$ cat src/rtl/mcu_bus_pkg.sv
// constants, carriers and decode helpers for the module bus decoder
package mcu_bus_pkg;
    // ======================================================
    // clocking and timing
    localparam int          CLK_HZ       = 10_000_000;
    localparam int          BAUD         = 1200;
    localparam int          BAUD_DIV_CYC = CLK_HZ / BAUD;
    localparam int          STROBE_CYC   = 2;
    localparam logic [7:0]  RST_PULSE_CYC = 8'h40;
    // ======================================================
    // address map
    localparam logic [15:0] ROM_LAST   = 16'h3fff;
    localparam logic [15:0] RAM_BASE   = 16'h4000;
    localparam logic [15:0] RAM_LAST   = 16'hbfff;
    localparam logic [15:0] PROG_START = 16'h4000;
    localparam logic [15:0] BLK_SIZE   = 16'h1000;
    localparam logic [2:0]  RAM_BLKS   = 3'h7;
    // ======================================================
    // boot codes
    localparam logic [7:0]  CMD_RELOAD = 8'h55;
    localparam logic [7:0]  RPT_PASS   = 8'h50;
    localparam logic [7:0]  RPT_FAIL   = 8'h46;
    localparam logic [7:0]  NAME0      = 8'h42;
    localparam logic [7:0]  NAME1      = 8'h54;
    localparam logic [7:0]  PROBE_KEY  = 8'ha5;
    localparam logic [2:0]  GREET_LAST = 3'h6;
    localparam logic [1:0]  PAT_LAST   = 2'h3;

    typedef struct packed {
        logic rom_n;
        logic ram_n;
        logic select_c_n;
        logic select_d_n;
        logic select_e_n;
        logic select_f_n;
    } sel_s;

    typedef struct packed {
        logic        wr;
        logic [15:0] addr;
        logic [7:0]  data;
    } bus_req_s;

    localparam sel_s SEL_NONE = 6'h3f;

    // one-hot low enable for a full address
    function automatic sel_s decode(input logic [15:0] a);
        sel_s s;
        s = SEL_NONE;
        if (a <= ROM_LAST) begin
            s.rom_n = 1'b0;
        end else if (a <= RAM_LAST) begin
            s.ram_n = 1'b0;
        end else if (a[13:12] == 2'h0) begin
            s.select_c_n = 1'b0;
        end else if (a[13:12] == 2'h1) begin
            s.select_d_n = 1'b0;
        end else if (a[13:12] == 2'h2) begin
            s.select_e_n = 1'b0;
        end else begin
            s.select_f_n = 1'b0;
        end
        return s;
    endfunction

    function automatic logic [7:0] test_pattern(input logic [1:0] k);
        logic [7:0] p;
        p = 8'h55;
        if (k == 2'h1) p = 8'haa;
        else if (k == 2'h2) p = 8'h00;
        else if (k == 2'h3) p = 8'hff;
        return p;
    endfunction
endpackage

$ cat src/rtl/mcu_bus_decode.sv
// external bus engine, address decoder, serial link and boot sequencer
// ======================================================
`timescale 1ns/1ns
module mcu_bus_decode
    import mcu_bus_pkg::*;
#(
    parameter int BAUD_DIV = BAUD_DIV_CYC,
    parameter logic [7:0] REVISION = 8'h01, // arbitrary value
    parameter logic [15:0] TEST_LAST = RAM_LAST
) (
    input  wire logic        i_clk,
    input  wire logic        i_rstn,
    input  wire logic        i_button_n,
    input  wire logic [7:0]  i_ad_in,
    output logic      [7:0]  o_ad_out,
    output logic             o_ad_oe,
    output logic      [7:0]  o_addr_hi,
    output logic      [7:0]  o_latched_lo,
    output logic             o_addr_latch_pulse,
    output logic             o_store_strobe_n,
    output logic             o_read_strobe_n,
    output sel_s             o_sel,
    output logic      [3:0]  o_connector_low_locator_bits,
    input  wire logic [7:0]  i_connector_byte_lanes,
    output logic      [7:0]  o_connector_byte_lanes,
    output logic             o_connector_byte_lanes_oe,
    input  wire logic [7:0]  i_general_port_drive,
    output logic      [7:0]  o_general_port_pins,
    input  wire logic [7:0]  i_general_port_pins,
    output logic      [7:0]  o_general_port_read,
    input  wire logic        i_serial_receive_line,
    output logic             o_serial_transmit_line,
    output logic             o_sys_reset_n,
    output logic             o_run,
    output logic      [15:0] o_run_addr,
    output logic      [15:0] o_ram_top,
    output logic             o_test_fail
);
    typedef enum {B_IDLE, B_ADDR, B_LATCH, B_STROBE, B_END} bus_e;
    typedef enum {S_PROBE_W, S_PROBE_R, S_WAIT, S_GREET, S_TEST_W, S_TEST_R,
                  S_REPORT, S_CMD, S_LEN, S_LOAD, S_STORE, S_RUN} boot_e;

    // ======================================================
    // supervisor: power-on and button reset pulse
    logic [7:0] hold_ff, nxt_hold;
    logic       btn_ff, nxt_btn, hold;
    logic [7:0] gp_out_ff, gp_in_ff;

    always_comb begin
        nxt_btn  = i_button_n;
        nxt_hold = hold_ff - 8'h01;
        if (btn_ff && !i_button_n) nxt_hold = RST_PULSE_CYC;
        else if (hold_ff == 8'h00) nxt_hold = 8'h00;
    end
    assign hold = (hold_ff != 8'h00);

    always_ff @(posedge i_clk or negedge i_rstn) begin
        if (!i_rstn) begin
            hold_ff       <= RST_PULSE_CYC;
            btn_ff        <= 1'b1;
            o_sys_reset_n <= 1'b0;
            gp_out_ff     <= 8'h00;
            gp_in_ff      <= 8'h00;
        end else begin
            hold_ff       <= nxt_hold;
            btn_ff        <= nxt_btn;
            o_sys_reset_n <= (nxt_hold == 8'h00);
            gp_out_ff     <= i_general_port_drive;
            gp_in_ff      <= i_general_port_pins;
        end
    end
    assign o_general_port_pins = gp_out_ff;
    assign o_general_port_read = gp_in_ff;

    // ======================================================
    // external bus cycle engine
    bus_e       bst_ff, nxt_bst;
    bus_req_s   req, cur_ff, nxt_cur;
    logic       breq;
    logic [7:0] ad_ff, nxt_ad, hi_ff, nxt_hi, lo_ff, nxt_lo;
    logic [7:0] lane_ff, nxt_lane, rd_ff, nxt_rd;
    logic       adoe_ff, nxt_adoe, ale_ff, nxt_ale, ws_ff, nxt_ws, rs_ff, nxt_rs;
    logic       lnoe_ff, nxt_lnoe;
    logic [1:0] scnt_ff, nxt_scnt;
    sel_s       sel_ff, nxt_sel;
    logic       exp_win, bdone;

    assign exp_win = (cur_ff.addr > RAM_LAST);
    assign bdone   = (bst_ff == B_END);

    always_comb begin
        nxt_bst  = bst_ff;
        nxt_cur  = cur_ff;
        nxt_ad   = ad_ff;
        nxt_hi   = hi_ff;
        nxt_lo   = lo_ff;
        nxt_lane = lane_ff;
        nxt_rd   = rd_ff;
        nxt_adoe = adoe_ff;
        nxt_ale  = 1'b0;
        nxt_ws   = ws_ff;
        nxt_rs   = rs_ff;
        nxt_lnoe = lnoe_ff;
        nxt_scnt = scnt_ff;
        nxt_sel  = decode({hi_ff, lo_ff});
        case (bst_ff)
            B_IDLE: begin
                if (breq && !hold) begin
                    nxt_cur  = req;
                    nxt_hi   = req.addr[15:8];
                    nxt_ad   = req.addr[7:0];
                    nxt_adoe = 1'b1;
                    nxt_ale  = 1'b1;
                    nxt_bst  = B_ADDR;
                end
            end
            B_ADDR: begin
                nxt_lo  = ad_ff;
                nxt_bst = B_LATCH;
            end
            B_LATCH: begin
                nxt_ad   = cur_ff.data;
                nxt_adoe = cur_ff.wr;
                nxt_lane = cur_ff.data;
                nxt_lnoe = cur_ff.wr && exp_win;
                nxt_ws   = !cur_ff.wr;
                nxt_rs   = cur_ff.wr;
                nxt_scnt = 2'(STROBE_CYC - 1);
                nxt_bst  = B_STROBE;
            end
            B_STROBE: begin
                nxt_scnt = scnt_ff - 2'h1;
                if (scnt_ff == 2'h0) begin
                    nxt_rd  = exp_win ? i_connector_byte_lanes : i_ad_in;
                    nxt_ws  = 1'b1;
                    nxt_rs  = 1'b1;
                    nxt_bst = B_END;
                end
            end
            default: begin
                nxt_adoe = 1'b0;
                nxt_lnoe = 1'b0;
                nxt_bst  = B_IDLE;
            end
        endcase
        if (hold) begin
            nxt_bst  = B_IDLE;
            nxt_adoe = 1'b0;
            nxt_lnoe = 1'b0;
            nxt_ws   = 1'b1;
            nxt_rs   = 1'b1;
        end
    end

    always_ff @(posedge i_clk or negedge i_rstn) begin
        if (!i_rstn) begin
            bst_ff  <= B_IDLE;
            cur_ff  <= '0;
            ad_ff   <= 8'h00;
            hi_ff   <= 8'h00;
            lo_ff   <= 8'h00;
            lane_ff <= 8'h00;
            rd_ff   <= 8'h00;
            adoe_ff <= 1'b0;
            ale_ff  <= 1'b0;
            ws_ff   <= 1'b1;
            rs_ff   <= 1'b1;
            lnoe_ff <= 1'b0;
            scnt_ff <= 2'h0;
            sel_ff  <= SEL_NONE;
        end else begin
            bst_ff  <= nxt_bst;
            cur_ff  <= nxt_cur;
            ad_ff   <= nxt_ad;
            hi_ff   <= nxt_hi;
            lo_ff   <= nxt_lo;
            lane_ff <= nxt_lane;
            rd_ff   <= nxt_rd;
            adoe_ff <= nxt_adoe;
            ale_ff  <= nxt_ale;
            ws_ff   <= nxt_ws;
            rs_ff   <= nxt_rs;
            lnoe_ff <= nxt_lnoe;
            scnt_ff <= nxt_scnt;
            sel_ff  <= nxt_sel;
        end
    end
    assign o_ad_out                     = ad_ff;
    assign o_ad_oe                      = adoe_ff;
    assign o_addr_hi                    = hi_ff;
    assign o_latched_lo                 = lo_ff;
    assign o_addr_latch_pulse           = ale_ff;
    assign o_store_strobe_n             = ws_ff;
    assign o_read_strobe_n              = rs_ff;
    assign o_sel                        = sel_ff;
    assign o_connector_low_locator_bits = lo_ff[3:0];
    assign o_connector_byte_lanes       = lane_ff;
    assign o_connector_byte_lanes_oe    = lnoe_ff;

    // ======================================================
    // serial link, 8 data bits, one stop bit
    logic [15:0] tdiv_ff, nxt_tdiv, rdiv_ff, nxt_rdiv;
    logic [3:0]  tbits_ff, nxt_tbits, rbits_ff, nxt_rbits;
    logic [9:0]  tsh_ff, nxt_tsh;
    logic [7:0]  rsh_ff, nxt_rsh;
    logic        rvld_ff, nxt_rvld, tgo, tidle;
    logic [7:0]  tbyte;

    assign tidle = (tbits_ff == 4'h0);

    always_comb begin
        nxt_tdiv  = tdiv_ff - 16'h1;
        nxt_tbits = tbits_ff;
        nxt_tsh   = tsh_ff;
        nxt_rdiv  = rdiv_ff - 16'h1;
        nxt_rbits = rbits_ff;
        nxt_rsh   = rsh_ff;
        nxt_rvld  = 1'b0;
        if (tidle) begin
            nxt_tdiv = 16'h0;
            if (tgo) begin
                nxt_tsh   = {1'b1, tbyte, 1'b0};
                nxt_tbits = 4'ha;
                nxt_tdiv  = 16'(BAUD_DIV - 1);
            end
        end else if (tdiv_ff == 16'h0) begin
            nxt_tsh   = {1'b1, tsh_ff[9:1]};
            nxt_tbits = tbits_ff - 4'h1;
            nxt_tdiv  = 16'(BAUD_DIV - 1);
        end
        if (rbits_ff == 4'h0) begin
            nxt_rdiv = 16'(BAUD_DIV / 2);
            if (!i_serial_receive_line) nxt_rbits = 4'ha;
        end else if (rdiv_ff == 16'h0) begin
            nxt_rdiv  = 16'(BAUD_DIV - 1);
            nxt_rbits = rbits_ff - 4'h1;
            if (rbits_ff == 4'ha && i_serial_receive_line) nxt_rbits = 4'h0;
            else if (rbits_ff == 4'h1) nxt_rvld = i_serial_receive_line;
            else if (rbits_ff != 4'ha) nxt_rsh = {i_serial_receive_line, rsh_ff[7:1]};
        end
        if (hold) begin
            nxt_tbits = 4'h0;
            nxt_tsh   = 10'h3ff;
            nxt_rbits = 4'h0;
        end
    end

    always_ff @(posedge i_clk or negedge i_rstn) begin
        if (!i_rstn) begin
            tdiv_ff  <= 16'h0;
            tbits_ff <= 4'h0;
            tsh_ff   <= 10'h3ff;
            rdiv_ff  <= 16'h0;
            rbits_ff <= 4'h0;
            rsh_ff   <= 8'h00;
            rvld_ff  <= 1'b0;
        end else begin
            tdiv_ff  <= nxt_tdiv;
            tbits_ff <= nxt_tbits;
            tsh_ff   <= nxt_tsh;
            rdiv_ff  <= nxt_rdiv;
            rbits_ff <= nxt_rbits;
            rsh_ff   <= nxt_rsh;
            rvld_ff  <= nxt_rvld;
        end
    end
    assign o_serial_transmit_line = tsh_ff[0];

    // ======================================================
    // boot sequencer
    boot_e       st_ff, nxt_st;
    logic [15:0] ptr_ff, nxt_ptr, top_ff, nxt_top, len_ff, nxt_len;
    logic [2:0]  idx_ff, nxt_idx;
    logic [1:0]  pat_ff, nxt_pat;
    logic [7:0]  dat_ff, nxt_dat;
    logic        bad_ff, nxt_bad, fail_ff, nxt_fail;

    always_comb begin
        nxt_st   = st_ff;
        nxt_ptr  = ptr_ff;
        nxt_top  = top_ff;
        nxt_len  = len_ff;
        nxt_idx  = idx_ff;
        nxt_pat  = pat_ff;
        nxt_dat  = dat_ff;
        nxt_bad  = bad_ff;
        nxt_fail = fail_ff;
        breq     = 1'b0;
        req      = '{wr: 1'b0, addr: ptr_ff, data: dat_ff};
        tgo      = 1'b0;
        tbyte    = RPT_PASS;
        case (st_ff)
            S_PROBE_W, S_PROBE_R: begin
                breq     = 1'b1;
                req.wr   = (st_ff == S_PROBE_W);
                req.data = PROBE_KEY ^ {5'h0, idx_ff};
                if (bdone && st_ff == S_PROBE_W) nxt_st = S_PROBE_R;
                if (bdone && st_ff == S_PROBE_R) begin
                    nxt_st = S_WAIT;
                    if (rd_ff == req.data) begin
                        nxt_top = ptr_ff + BLK_SIZE - 16'h1;
                        nxt_ptr = ptr_ff + BLK_SIZE;
                        nxt_idx = idx_ff + 3'h1;
                        if (idx_ff != RAM_BLKS) nxt_st = S_PROBE_W;
                    end
                end
                if (nxt_st == S_WAIT) nxt_idx = 3'h0;
            end
            S_WAIT: if (rvld_ff) nxt_st = S_GREET;
            S_GREET: begin
                tgo = 1'b1;
                if (idx_ff == 3'h0) tbyte = NAME0;
                else if (idx_ff == 3'h1) tbyte = NAME1;
                else if (idx_ff == 3'h2) tbyte = REVISION;
                else if (idx_ff == 3'h3) tbyte = RAM_BASE[15:8];
                else if (idx_ff == 3'h4) tbyte = RAM_BASE[7:0];
                else if (idx_ff == 3'h5) tbyte = top_ff[15:8];
                else tbyte = top_ff[7:0];
                if (tidle) begin
                    nxt_idx = idx_ff + 3'h1;
                    if (idx_ff == GREET_LAST) begin
                        nxt_st  = S_TEST_W;
                        nxt_ptr = RAM_BASE;
                        nxt_pat = 2'h0;
                    end
                end
            end
            S_TEST_W, S_TEST_R: begin
                breq     = 1'b1;
                req.wr   = (st_ff == S_TEST_W);
                req.data = test_pattern(pat_ff);
                if (bdone) begin
                    nxt_ptr = ptr_ff + 16'h1;
                    if (st_ff == S_TEST_R && rd_ff != req.data) nxt_bad = 1'b1;
                    if (ptr_ff == top_ff || ptr_ff == TEST_LAST) begin
                        nxt_ptr = RAM_BASE;
                        nxt_st  = (st_ff == S_TEST_W) ? S_TEST_R : S_REPORT;
                    end
                end
            end
            S_REPORT: begin
                tgo   = 1'b1;
                tbyte = bad_ff ? RPT_FAIL : RPT_PASS;
                if (tidle) begin
                    nxt_fail = fail_ff | bad_ff;
                    nxt_bad  = 1'b0;
                    nxt_pat  = pat_ff + 2'h1;
                    nxt_st   = (pat_ff == PAT_LAST) ? S_CMD : S_TEST_W;
                end
            end
            S_LEN: begin
                if (rvld_ff) begin
                    nxt_len = {len_ff[7:0], rsh_ff};
                    nxt_idx = idx_ff + 3'h1;
                    if (idx_ff == 3'h1) begin
                        nxt_ptr = PROG_START;
                        nxt_st  = (nxt_len == 16'h0) ? S_RUN : S_LOAD;
                    end
                end
            end
            S_LOAD: begin
                if (rvld_ff) begin
                    nxt_dat = rsh_ff;
                    nxt_st  = S_STORE;
                end
            end
            S_STORE: begin
                breq   = 1'b1;
                req.wr = 1'b1;
                if (bdone) begin
                    nxt_ptr = ptr_ff + 16'h1;
                    nxt_len = len_ff - 16'h1;
                    nxt_st  = (len_ff == 16'h1) ? S_RUN : S_LOAD;
                end
            end
            default: begin
                if (rvld_ff && rsh_ff == CMD_RELOAD) begin
                    nxt_st  = S_LEN;
                    nxt_idx = 3'h0;
                    nxt_len = 16'h0;
                end
            end
        endcase
        if (hold) begin
            nxt_st   = S_PROBE_W;
            nxt_ptr  = RAM_BASE;
            nxt_top  = RAM_BASE;
            nxt_idx  = 3'h0;
            nxt_bad  = 1'b0;
            nxt_fail = 1'b0;
        end
    end

    always_ff @(posedge i_clk or negedge i_rstn) begin
        if (!i_rstn) begin
            st_ff      <= S_PROBE_W;
            ptr_ff     <= RAM_BASE;
            top_ff     <= RAM_BASE;
            len_ff     <= 16'h0;
            idx_ff     <= 3'h0;
            pat_ff     <= 2'h0;
            dat_ff     <= 8'h00;
            bad_ff     <= 1'b0;
            fail_ff    <= 1'b0;
            o_run      <= 1'b0;
            o_run_addr <= 16'h0;
        end else begin
            st_ff      <= nxt_st;
            ptr_ff     <= nxt_ptr;
            top_ff     <= nxt_top;
            len_ff     <= nxt_len;
            idx_ff     <= nxt_idx;
            pat_ff     <= nxt_pat;
            dat_ff     <= nxt_dat;
            bad_ff     <= nxt_bad;
            fail_ff    <= nxt_fail;
            o_run      <= (nxt_st == S_RUN);
            o_run_addr <= (nxt_st == S_RUN) ? PROG_START : 16'h0;
        end
    end
    assign o_ram_top   = top_ff;
    assign o_test_fail = fail_ff;
endmodule

$ cat config.mk
export PLATFORM = sky130hd
export DESIGN_NAME = mcu_bus_decode
export DESIGN_NICKNAME = d
export VERILOG_FILES = /design/src/rtl/mcu_bus_pkg.sv /design/src/rtl/mcu_bus_decode.sv
export SDC_FILE = /design/constraint.sdc
export NUM_CORES = 1
export LEC_CHECK = 0
export BUFFER_PORTS_ARGS = -buffer_cell sky130_fd_sc_hd__buf_4
export CELL_PAD_IN_SITES_DETAIL_PLACEMENT = 2
export CELL_PAD_IN_SITES_GLOBAL_PLACEMENT = 2
export CORE_UTILIZATION = 42
export CTS_BUF_LIST = sky130_fd_sc_hd__clkbuf_4
export DETAILED_ROUTE_END_ITERATION = 10
export PLACE_DENSITY = 0.9
export SETUP_SLACK_MARGIN = 0.5
export SYNTH_ARGS = -nofsm -noshare
export SYNTH_HDL_FRONTEND = slang
export SYNTH_SLANG_ARGS = --single-unit
$ cat constraint.sdc
create_clock -name i_clk -period 4.1 [get_ports i_clk]
set_input_delay 0 -clock i_clk [delete_from_list [all_inputs] [get_ports i_clk]]
set_output_delay 0 -clock i_clk [all_outputs]
set_load 0.01 [all_outputs]
After elaboration in Yosys (flattened, before gate mapping)
Cells that the tools add are included.
W data, S select, Z words.
Operators by class
  add/sub/neg operators: 12
  multipliers: 0
  equality and inequality tests: 64
  multiplexer cells: 132
  div/mod/pow operators: 0
  shift operators: 0
  reduce and logical (&&, ||, !) cells: 66
  $lt $le $gt $ge: 3
  bitwise logic cells: 6
Operator list (count)
  $mux W32: 18
  $mux W16: 21
  $pmux W32 S8: 1
  $eq A32 B4 Y1 const B: 6
  $eq A32 B2 Y1 const B: 5
  $eq A32 B3 Y1 const B: 4
  $pmux W32 S4: 1
  $mux W8: 14
  $logic_not A32 Y1: 3
  $pmux W16 S5: 1
  $eq A32 B1 Y1 const B: 2
  $sub A16 B1 Y16 const B: 4
  $logic_not A16 Y1: 3
  $pmux W16 S3: 1
  $pmux W8 S2: 3
  $ne A3 B3 Y1 const B: 15
  $mux W10: 4
  $mux W4: 10
  $eq A32 B5 Y1 const B: 1
  $mux W1: 27
  $mux W3: 8
  $mux W2: 10
  $reduce_and A2 Y1: 10
  $add A16 B1 Y16 const B: 1
  other kinds (57): 110
Storage, ports and cells
  ROM bits: 0
  word-level logic and storage cells: 327
  memory bits (writable): 0
  memories: 0
  output and inout port bits: 99
  register bits after elaboration: 306
  latch bits: 0

Logic depth before layout (Yosys ltp)
Gate-level depths: netlist (run 1).
  depth after elaboration: 11
  depth in mapped cells: 11
  depth with buffers taken out: 9

Least setup slack after synthesis (run 1)
No wires, ideal clock.
  path type: register to register
  start point: reg idx_ff[1]
  end point: reg ptr_ff[6]
  path buffers: 2
  arrival time: 2.317 ns
  setup time: 0.078 ns
  clock period less this slack: 2.395 ns
  path slack: 1.705 ns
  cell stages (with the launch flop): 12
  cell sequence: dfrtp_1 > inv_1 > ha_1 > clkbuf_1 > and3b_1 > mux2i_1 > a22oi_1 > and4_1 > clkbuf_1 > nor2_1 > or3_1 > a21oi_1
On the way
  cells in the longest elaborated chain, start to end: 3
  elaborated cells on any way between the ends: 7
  classes of those cells: eq/ne: 6; reduce/logical: 1
Ends and longest elaborated chain
  start: declaration: line mcu_bus_decode.sv:273  | logic [2:0] idx_ff, nxt_idx;
  start signal: assignment: line mcu_bus_decode.sv:412  | idx_ff <= nxt_idx;
  $eq A8 B8 Y1, or another cell as far along: line mcu_bus_decode.sv:300  | if (rd_ff == req.data) begin
  $ne A3 B3 Y1 (no line)
  $reduce_and A9 Y1 (no line) (*)
  end signal: assignment: line mcu_bus_decode.sv:409  | ptr_ff <= nxt_ptr;
  end: declaration: line mcu_bus_decode.sv:272  | logic [15:0] ptr_ff, nxt_ptr, top_ff, nxt_top, len_ff, nxt_len;
Mark *: on every way between the ends. The rest lies on a longest branch, timed or not.
A chain may end at the register's enable or synchronous reset.

Final worst setup path (run 1)
  start point: reg st_ff[16]
  end point: reg top_ff[4] (netlist: o_ram_top[4])
On the way
  cells in the longest elaborated chain, start to end: 4
  elaborated cells on any way between the ends: 8
  classes of those cells: eq/ne: 2; reduce/logical: 6
Ends and longest elaborated chain
  start: declaration: line mcu_bus_decode.sv:271  | boot_e st_ff, nxt_st;
  start signal: assignment: line mcu_bus_decode.sv:408  | st_ff <= nxt_st;
  $eq A32 B1 Y1, or another cell as far along: line mcu_bus_decode.sv:292  | case (st_ff)
  $reduce_or A2 Y1 or $logic_and A1 B1 Y1 (tied branches): line mcu_bus_decode.sv:292, mcu_bus_decode.sv:298
  $reduce_bool A2 Y1 (no line)
  $reduce_and A3 Y1 (no line) (*)
  end signal: assignment: line mcu_bus_decode.sv:410  | top_ff <= nxt_top;
  end: declaration: line mcu_bus_decode.sv:272
Marked as above.

==> results of run 1 <==
==> layer usage <==
| metal | wire length (um) | vias up | GRT usage (%) |
|---|---|---|---|
| li1 | - | 4967 | - |
| met2 | 28300 | 544 | 64.3 |
| met3 | 2630 | 206 | 6.43 |
| met5 | 13 | - | 0 |
| met1 | 20400 | 6088 | 39.6 |
| met4 | 2690 | 2 | 19.3 |
==> area by class of cell <==
class,count,area [sq um],share of cell area [%]
inverter,38,143,0.940
clock buffer,106,796,5.24
multi-input combinational,934,5880,38.7
sequential,245,6160,40.6
tap,390,488,3.21
timing repair buffer,194,1630,10.7
antenna,1,2.50,0.0165
clock inverter,16,86.3,0.569
==> tightest hold or removal path, cell delays in order <==
cell           delay (ns)
dlygate4sd3_1        0.54
buf_4                0.14
mux2_2               0.15
==> cells in the mapped netlist, types with 7 or more instances <==
library cell,instances,area share (%)
nand2_1,133,3.9
clkbuf_1,33,0.98
nand3_1,31,1.2
a31oi_1,10,0.49
nand4_1,15,0.74
nor2_1,117,3.5
a22o_1,7,0.48
a21o_1,11,0.65
mux2_2,38,3.4
o21ai_0,84,3.3
ha_1,30,3.0
a22oi_1,18,1.1
a21oi_1,70,2.8
dfrtp_1,224,44
inv_1,38,1.1
nor2b_1,8,0.40
buf_2,14,0.55
or3_1,13,0.64
nor3_1,31,1.2
a211oi_1,11,0.65
and3_1,38,1.9
nand2b_1,14,0.69
dfstp_2,21,4.4
mux2i_1,15,1.2
xnor2_1,33,2.3
buf_4,40,2.4
xor2_1,31,2.1
o211ai_1,10,0.59
nor4_1,32,1.6
nor3b_1,10,0.59
==> power breakdown <==
part / switching [mW] / total, mW / internal, mW
logic: 0.466 / 0.741 / 0.275
registers: 0.168 / 2.73 / 2.56
clock network: 1.29 / 2.53 / 1.24
==> cell families after synthesis <==
group,Yosys count,share of synthesized area (%)
simple gates,495,20.2
mux,53,4.57
buf+inv,132,5.42
other cells,1,0.0296
fa+ha+maj,30,2.97
xor+xnor,64,4.43
flops,245,48.7
compound gates,277,13.7
==> worst paths after layout <==
path                       depth (start not counted)            to  slack (ns)             startpoint
setup / recovery                                   6  o_ram_top[4]        0.55              st_ff[16]
hold / removal                                     3     rsh_ff[7]        0.13  i_serial_receive_line
setup reg to reg                                   6  o_ram_top[4]        0.55              st_ff[16]
hold reg to reg                                    1    tdiv_ff[0]        0.48             tdiv_ff[0]
max in group asynchronous                          4    len_ff[11]        3.00                 i_rstn
min in group asynchronous                          3        btn_ff        0.46                 i_rstn
==> flip-flops by register name, indices dropped and copies added (netlist names), 9 cells and up <==
name / cells
o_ram_top: 16
cur_ff: 17
st_ff: 32
rdiv_ff: 16
tsh_ff: 9
ptr_ff: 16
len_ff: 16
tdiv_ff: 16
==> timing repair <==
item,4_1_cts,5_1_grt
endpoints found under the setup margin,1,26
hold buffers,54,0
pin swaps,0,1
buffers inserted,0,2
endpoints found under the hold margin,230,0
gates resized for setup,1,2
==> key figures, run 1 <==
Layout
  – Area delta synth->final: 20.0%
  – Share of post-route cells with drive strength above 1: 22.2%
  – Fillers: ~3,100
  – Commonest cells after routing, fill and taps aside: 224 x dfrtp_1, 138 x buf_4, 133 x nand2_1, 117 x nor2_1, 106 x clkbuf_4
  – Design area: between 15,000 and 20,000 sq um
  – Fin cells: 1,924
  – Final core utilization: around 51%
  – Most common cell after layout, fill and taps aside: dfrtp_1
  – # nets final: around 1,600

Setup path
  – Worst EP arrival: 4.16 ns
  – WP buf/inv: 0
  – Worst Path Max Fanout: 19
  – CP Launch Type: register
  – CP delay by family, top: simple AND/OR/NAND/NOR gates
  – CP max stage delay: around 0.93 ns
  – CP max stage cell: nor3_2
  – Crit path required time: between 4 and 5 ns
  – CP Cell Sequence: nor4_1, nand3_1, or2_2, nor3_2, o21ai_0, nor2_1
  – Kind of critical path: register to register
  – CP Capture Type: register

Floorplan
  – Die Span Y: ~180 um
  – # rows: 63
  – Die Width: ~180 um
  – Core Area: ~30,000 sq um
  – Top Ports: 135
  – Initial Util: a little over two fifths
  – Die area: slightly above 30,000 sq um

Clock tree
  – Reg clk slew, reported paths: 0.08 ns
  – Root buffer cell: clkbuf_4
  – H-tree Lvls: 3
  – CTS tree: built
  – Clock Latency Late Sink: 0.77 ns
  – CTS Buf Count: 71
  – Clock Sink Count: roughly 250
  – Clock buffer depth: 3

Logic synthesis
  – Post-synthesis async set-or-reset flop share: 100%
  – FF+latch count, synth: between 200 and 250
  – Mapped Area: 12,700 sq um
  – Mean post-synth cell area: just under 10 sq um
  – Syn. warnings: 0
  – Netlist cell types: 84
  – Top_reg_cell synth: dfrtp_1
  – Synth Instances: around 1,300
  – EDFF count, synth: 0
  – Sequential fraction of the synthesis area: between 40% and 50%

Min path
  – Hold Path Class: input port to register

Place
  – Placed Cells: 1,745
  – Post-DP HPWL: around 29,000 um
  – Port bufs: approximately 120
  – Placed cell area: 13,700 sq um
  – Gpl congestion: about 0.87
  – Post-Place Worst Slack: 0.651 ns

STA
  – Clk_skew: 0.0800 ns
  – Final Max Slew Viols: 0
  – Worst-Margin Slew: 1.07 ns
  – Hold Slack: 0.125 ns
  – Sum Neg Setup Slack: 0 ns
  – Final worst path period share: roughly 87%
  – Crit path setup slack, layout: 0.552 ns
  – Final hold violations: 0
  – Minimum clock period: about 3.5 ns
  – Peak Freq: 282 MHz
  – Setup violators final: 0
  – Slew margin rel.: between 20% and 30%
  – RSZ-0062 raised after global routing: true

Power
  – Worst vdd ir: 0.204 mV
  – Pwr dens: 395 nW/um^2
  – Leakage: between 7 and 8 nW
  – Total power: approximately 6 mW

Global routing
  – Initial antenna violation count: 2
  – Grt ovf: 0
  – Number of global-route vias before repair: approximately 13,000
  – Tot GR Track Use: 35.6%
  – Global-route wire length before repair: 83,500 um
  – Largest net degree at the start of global routing: just under 100

Route
  – Pre-antenna DRT Iters: 5
  – Routed vias: between 10,000 and 15,000
  – Initial DRC count: roughly 910
  – Residual DRC: 0
  – Vias per cell: 6.14
  – Post-route ant nets: 0
  – Avg WL per Cell: approximately 28 um
  – Total wire length: 54,000 um

Run status
  – Status: complete, no violations

Run
  – Max-Cap Viols: 0
(Power assumes the default switching activity.)
==> run 2: changes to the inputs <==
==> constraint.sdc (replaced) <==
create_clock -name i_clk -period 4.1 [get_ports i_clk]
set_input_delay 0.82 -clock i_clk [delete_from_list [all_inputs] [get_ports i_clk]]
set_output_delay 0.82 -clock i_clk [all_outputs]
set_load 0.01 [all_outputs]
==> run 2 against run 1 <==
  * Maximum frequency up 3.9%
  * Cell area down 3.4%
  * Critical path depth up 1
  * Clock-buffer cell count up 9
==> key figures, run 2 (synthesis results as in run 1) <==
Run status
  – Status: complete, no violations

Power
  – Pwr dens: ~400 nW/um^2
  – Leakage: just under 7 nW
  – Worst vdd ir: around 0.22 mV

Global routing
  – Number of global-route vias before repair: 13,021
  – Initial antenna violation count: 1
  – Tot GR Track Use: 33.0%
  – Grt ovf: 0
  – Global-route wire length before repair: between 70,000 and 80,000 um
  – Largest net degree at the start of global routing: approximately 140

Route
  – Vias per cell: approximately 6
  – Initial DRC count: about 830
  – Total wire length: ~50,000 um
  – Post-route ant nets: 0
  – Routed vias: between 10,000 and 15,000
  – Residual DRC: 0
  – Pre-antenna DRT Iters: 5
  – Avg WL per Cell: around 27 um

STA
  – Worst-Margin Slew: around 1.3 ns
  – Setup violators final: 0
  – Slew margin rel.: between 10 and 15%
  – Final hold violations: 0
  – Clk_skew: between 0.07 and 0.08 ns
  – Final Max Slew Viols: 0
  – Minimum clock period: ~3.4 ns
  – Final worst path period share: between 80% and 90%
  – RSZ-0062 raised after global routing: false
  – Peak Freq: ~290 MHz
  – Sum Neg Setup Slack: 0 ns

Setup path
  – CP Capture Type: register
  – Reg2reg setup slack: approximately 0.68 ns
  – Crit. Startpoint: bst_ff[0]
  – Worst EP arrival: 4.03 ns
  – FF-to-FF End: ptr_ff[6]
  – CP Launch Type: register
  – Crit path required time: ~4.7 ns
  – Worst Path Max Fanout: 12
  – Worst Reg2Reg Path Length in Cells: 7
  – Kind of critical path: register to register
  – Critical R2R Launch: bst_ff[0]

Floorplan
  – Die Width: ~180 um
  – Core Area: between 20,000 and 30,000 sq um
  – Die Span Y: about 180 um
  – Initial Util: 42.7%
  – Die area: about 31,000 sq um
  – Top Ports: about 140
  – # rows: 63

Clock tree
  – Clock Latency Late Sink: ~0.75 ns
  – Clock Sink Count: between 200 and 250
  – CTS Buf Count: ~70
  – H-tree Lvls: 3
  – CTS tree: built
  – Reg clk slew, reported paths: ~0.090 ns
  – Root buffer cell: clkbuf_4
  – Clock buffer depth: 3

Layout
  – Share of post-route cells with drive strength above 1: 23.8%
  – Max reg flops: 32
  – Regs by FF count: st_ff x32, cur_ff x17
  – Commonest cells after routing, fill and taps aside: 224 x dfrtp_1, 141 x buf_4, 133 x nand2_1, 117 x nor2_1, 115 x clkbuf_4
  – Most common cell after layout, fill and taps aside: dfrtp_1
  – Largest register by flop count: st_ff
  – # nets final: around 1,500
  – Design area: between 10,000 and 15,000 sq um
  – Area delta synth->final: 15.8%

Place
  – Gpl congestion: approximately 0.86
  – Port bufs: approximately 120
  – Post-DP HPWL: between 20,000 and 30,000 um
  – Placed cell area: around 14,000 sq um

Min path
  – Hold Path Class: input port to async pin

Run
  – Max-Cap Viols: 0
## run 2: cell count changes in the layout (fill, tap and decap cells not counted), sizes merged
cell         change
inv              +1
buf              +1
bufinv           -1
clkinv           -5
clkbuf           +9
dlygate4sd3     -53
## run 2: final cells by class
cell class / count / area (sq um)
flip-flops and latches: 245 / 6160
inverters: 38 / 143
multi-input cells: 934 / 5890
well taps: 390 / 488
fillers: 3126 / 15000
diodes: 1 / 2.50
clock buffers: 115 / 863
repair buffers: 142 / 1070
clock inverters: 11 / 41.3
## run 2: worst max path at each step
stage / cells after the start / endpoint / slack, ns
2_1_floorplan: 11 / ptr_ff[6] / 1.71
4_1_cts: 6 / cur_ff[5] / 0.55
5_1_grt: 8 / ptr_ff[11] / 0.58
3_5_place_dp: 7 / o_ad_out[2] / 0.85
3_3_place_gp: 7 / o_ram_top[4] / 1.08
6_report: 7 / ptr_ff[6] / 0.68
## run 2: layer usage
metal | GRT usage, % | share of wire, % | vias up
met2 | 58.9 | 52 | 452
li1 | - | - | 4864
met1 | 37.1 | 39 | 5866
met4 | 18.0 | 5.0 | 0
met3 | 5.95 | 4.4 | 196
met5 | 0 | 0 | -
## run 2: timing repair
action / in CTS / in global routing
gates cloned: 0 / 0
endpoints found under the hold margin: 0 / 0
buffers inserted: 0 / 1
gates resized for setup: 2 / 3
pin swaps: 0 / 1
hold buffers: 0 / 0
endpoints found under the setup margin: 11 / 14
## run 2: critical path: stages, from the launching register on
cell and delay (ns):
dfrtp_1 0.57, nor2_1 0.51, nand2_1 0.42, a22oi_1 0.49, and4_1 0.52, nor2_1 0.23
or3_1 0.38, a21oi_1 0.18
## run 2: report_power, final
part	switching, mW	leakage (nW)	internal, mW
Sequential	0.154	3.22	2.56
Combinational	0.431	3.16	0.238
Clock	1.23	0.554	1.26
## run 2: stage by stage
| stage | hold slack (ns) | std cells | total power, mW | setup slack (ns) | utilization [%] |
|---|---|---|---|---|---|
| finish | 0.204 | 1876 | 5.88 | 0.685 | 49.5 |
| CTS | 0.204 | 1874 | 5.94 | 0.551 | 49.4 |
| floorplan | 0.427 | 1311 | 3.07 | 1.71 | - |
| global placement | 0.453 | 1748 | 3.31 | 1.08 | 46.3 |
| global route | 0.202 | 1876 | 6.11 | 0.575 | 49.5 |
| detailed placement | 0.462 | 1748 | 3.38 | 0.852 | 46.3 |
==> run 3: changes to the inputs <==
ABC_AREA = 1   (was default)
CORE_UTILIZATION = 33   (was 42)
PLACE_DENSITY = 0.81   (was 0.9)
clock period = 3.1 ns   (was 4.1 ns; I/O delays follow)
==> run 3 against run 2 <==
  * Sequential cell count stayed put
  * Synthesized area is 3.6% higher
  * Cell count is 30% higher
  * Global-route usage is 10 points lower
==> key figures, run 3 <==
Run status
  – Status: complete, no violations

Logic synthesis
  – Synth Instances: between 1,500 and 2,000
  – Top cells by area, synth: dfrtp_1 43%, nand2_1 9.5%, nor2_1 6.5%
  – Sequential fraction of the synthesis area: a little under half
  – Most frequent cell after synthesis: nand2_1
  – Post-synth top area share: between 40 and 50%
  – Top_reg_cell synth: dfrtp_1
  – Post-synthesis async set-or-reset flop share: 100%
  – FF+latch count, synth: 245
  – EDFF count, synth: 0
  – Netlist cell types: a little over 60
  – Yosys top cell by area: dfrtp_1
  – Mapped Area: 13,100 sq um
  – Mean post-synth cell area: ~8 sq um
  – Syn. warnings: 0
  – Commonest cells post-synth: 332 x nand2_1, 227 x nor2_1, 224 x dfrtp_1

STA
  – Minimum clock period: between 2 and 3 ns
  – Sum Neg Setup Slack: 0 ns
  – Final worst path period share: approximately 82%
  – Final Max Slew Viols: 0
  – Slew margin rel.: a little under a third
  – RSZ-0062 raised after global routing: true
  – Worst-Margin Slew: between 1 and 1.5 ns
  – Setup violators final: 0
  – Clk_skew: approximately 0.070 ns
  – Peak Freq: 392 MHz
  – Final hold violations: 0

Layout
  – Largest register by flop count: st_ff
  – Final core utilization: 41.4%
  – Most common cell after layout, fill and taps aside: nand2_1
  – Fin cells: 2,437
  – Regs by FF count: st_ff x32, cur_ff x17
  – Area delta synth->final: 22.8%
  – Commonest cells after routing, fill and taps aside: 320 x nand2_1, 221 x dfrtp_1, 218 x nor2_1, 199 x inv_1, 166 x buf_4
  – Design area: 16,100 sq um
  – Share of post-route cells with drive strength above 1: 21.6%
  – # nets final: between 1,500 and 2,000
  – Max reg flops: 32

Floorplan
  – Die Span Y: a little over 200 um
  – # rows: between 70 and 80
  – Die Width: between 200 and 250 um
  – Initial Util: between 30% and 40%
  – Top Ports: between 100 and 150
  – Core Area: ~40,000 sq um
  – Die area: slightly above 40,000 sq um

Setup path
  – Worst Path Max Fanout: 16
  – CP max stage cell: dfrtp_2
  – WP buf/inv: 2
  – CP Capture Type: register
  – Worst EP arrival: ~3.2 ns
  – CP delay by family, top: simple AND/OR/NAND/NOR gates
  – Crit path required time: ~3.8 ns
  – CP Cell Sequence: nor2_1, nand2_1, nor2_1, nand2_2, inv_2, nand2_4, nand2_2, nor2_2, nand2_2, nand3_2, nor2_4, nand2_4, inv_6, nand2_1, o21ai_0, nor2_1
  – CP max stage delay: between 0.4 and 0.5 ns
  – CP Launch Type: register
  – Kind of critical path: register to register

Min path
  – Hold Path Class: input port to register

Clock tree
  – CTS Buf Count: 74
  – Clock buffer depth: 3
  – Clock Latency Late Sink: between 0.7 and 0.8 ns
  – Reg clk slew, reported paths: approximately 0.070 ns
  – H-tree Lvls: 3
  – Clock Sink Count: about 250
  – Root buffer cell: clkbuf_4
  – CTS tree: built

Power
  – Worst vdd ir: roughly 0.21 mV
  – Pwr dens: 521 nW/um^2
  – Total power: between 8 and 9 mW
  – Leakage: around 7.9 nW

Global routing
  – Global-route wire length before repair: 74,200 um
  – Number of global-route vias before repair: roughly 14,000
  – Tot GR Track Use: between 20% and 30%
  – Grt ovf: 0
  – Largest net degree at the start of global routing: a little over 70
  – Initial antenna violation count: 3

Place
  – Port bufs: 119
  – Placed cell area: between 10,000 and 15,000 sq um
  – Placed Cells: 2,253
  – Post-DP HPWL: 32,300 um
  – Gpl congestion: ~0.86

Route
  – Pre-antenna DRT Iters: 5
  – Post-route ant nets: 0
  – Vias per cell: around 5.1
  – Initial DRC count: roughly 570
  – Total wire length: between 40,000 and 50,000 um
  – Avg WL per Cell: ~19 um
  – Routed vias: roughly 12,000
  – Residual DRC: 0

Run
  – Max-Cap Viols: 0
-- run 3: worst paths after layout --
check / to / slack, ns / startpoint / cells after the start
max reg2reg: ptr_ff[7] / 0.55 / st_ff[0] / 16
max: ptr_ff[7] / 0.55 / st_ff[0] / 16
max in group asynchronous: o_sel[2] / 1.83 / i_rstn / 3
min in group asynchronous: tdiv_ff[3] / 0.42 / i_rstn / 2
min: rd_ff[2] / 0.15 / i_ad_in[2] / 3
min reg2reg: rdiv_ff[0] / 0.45 / rdiv_ff[0] / 1
-- run 3: timing repair --
item | CTS | global route
hold buffers | 18 | 0
setup endpoints to repair | 32 | 74
hold endpoints to repair | 80 | 0
buffers inserted | 4 | 22
resized for setup | 17 | 44
pin swaps | 2 | 9
-- run 3: per-layer routing --
metal,track usage [%],up-vias,share of wire [%]
met5,0,-,0.028
met4,9.50,2,3.1
met3,4.34,99,3.6
met2,40.4,229,51
met1,27.1,6224,42
li1,-,5756,-
-- run 3: tightest hold or removal path: stages --
cell	delay (ns)
buf_4	0.08
o211ai_1	0.09
o21ai_0	0.08
-- run 3: final cells by class --
type                    count  area (sq um)
diodes                      4          10.0
clock inverters            31           148
repair buffers            192          1560
fillers                  4485         22800
multi-input cells        1117          5930
well taps                 518           648
inverters                 225           866
clock buffers             105           788
flip-flops and latches    245          6160
-- run 3: metrics by stage --
step           setup slack, ns  hold slack [ns]
2_1_floorplan             1.06            0.324
3_3_place_gp             0.417            0.417
3_5_place_dp             0.283            0.429
4_1_cts                  0.481           0.0627
5_1_grt                  0.390           0.0935
6_report                 0.549            0.146
-- run 3: kinds of logic after synthesis --
logic type | count (synthesis) | share of synthesized area, %
flip-flops | 245 | 46.9
XOR/XNOR | 54 | 3.61
AND/OR/NAND/NOR | 743 | 24.5
AO/OA/AOI/OAI | 275 | 12.5
buffers and inverters | 289 | 9.52
other | 1 | 0.0286
adder cells (fa/ha/maj) | 30 | 2.86
-- run 3: report_power, final --
group	switching (mW)	leakage (nW)	internal (mW)	total (mW)
clock	1.53	0.553	1.65	3.18
sequential	0.209	3.22	3.44	3.65
combinational	1.00	4.15	0.553	1.56
total	2.74	7.92	5.65	8.39
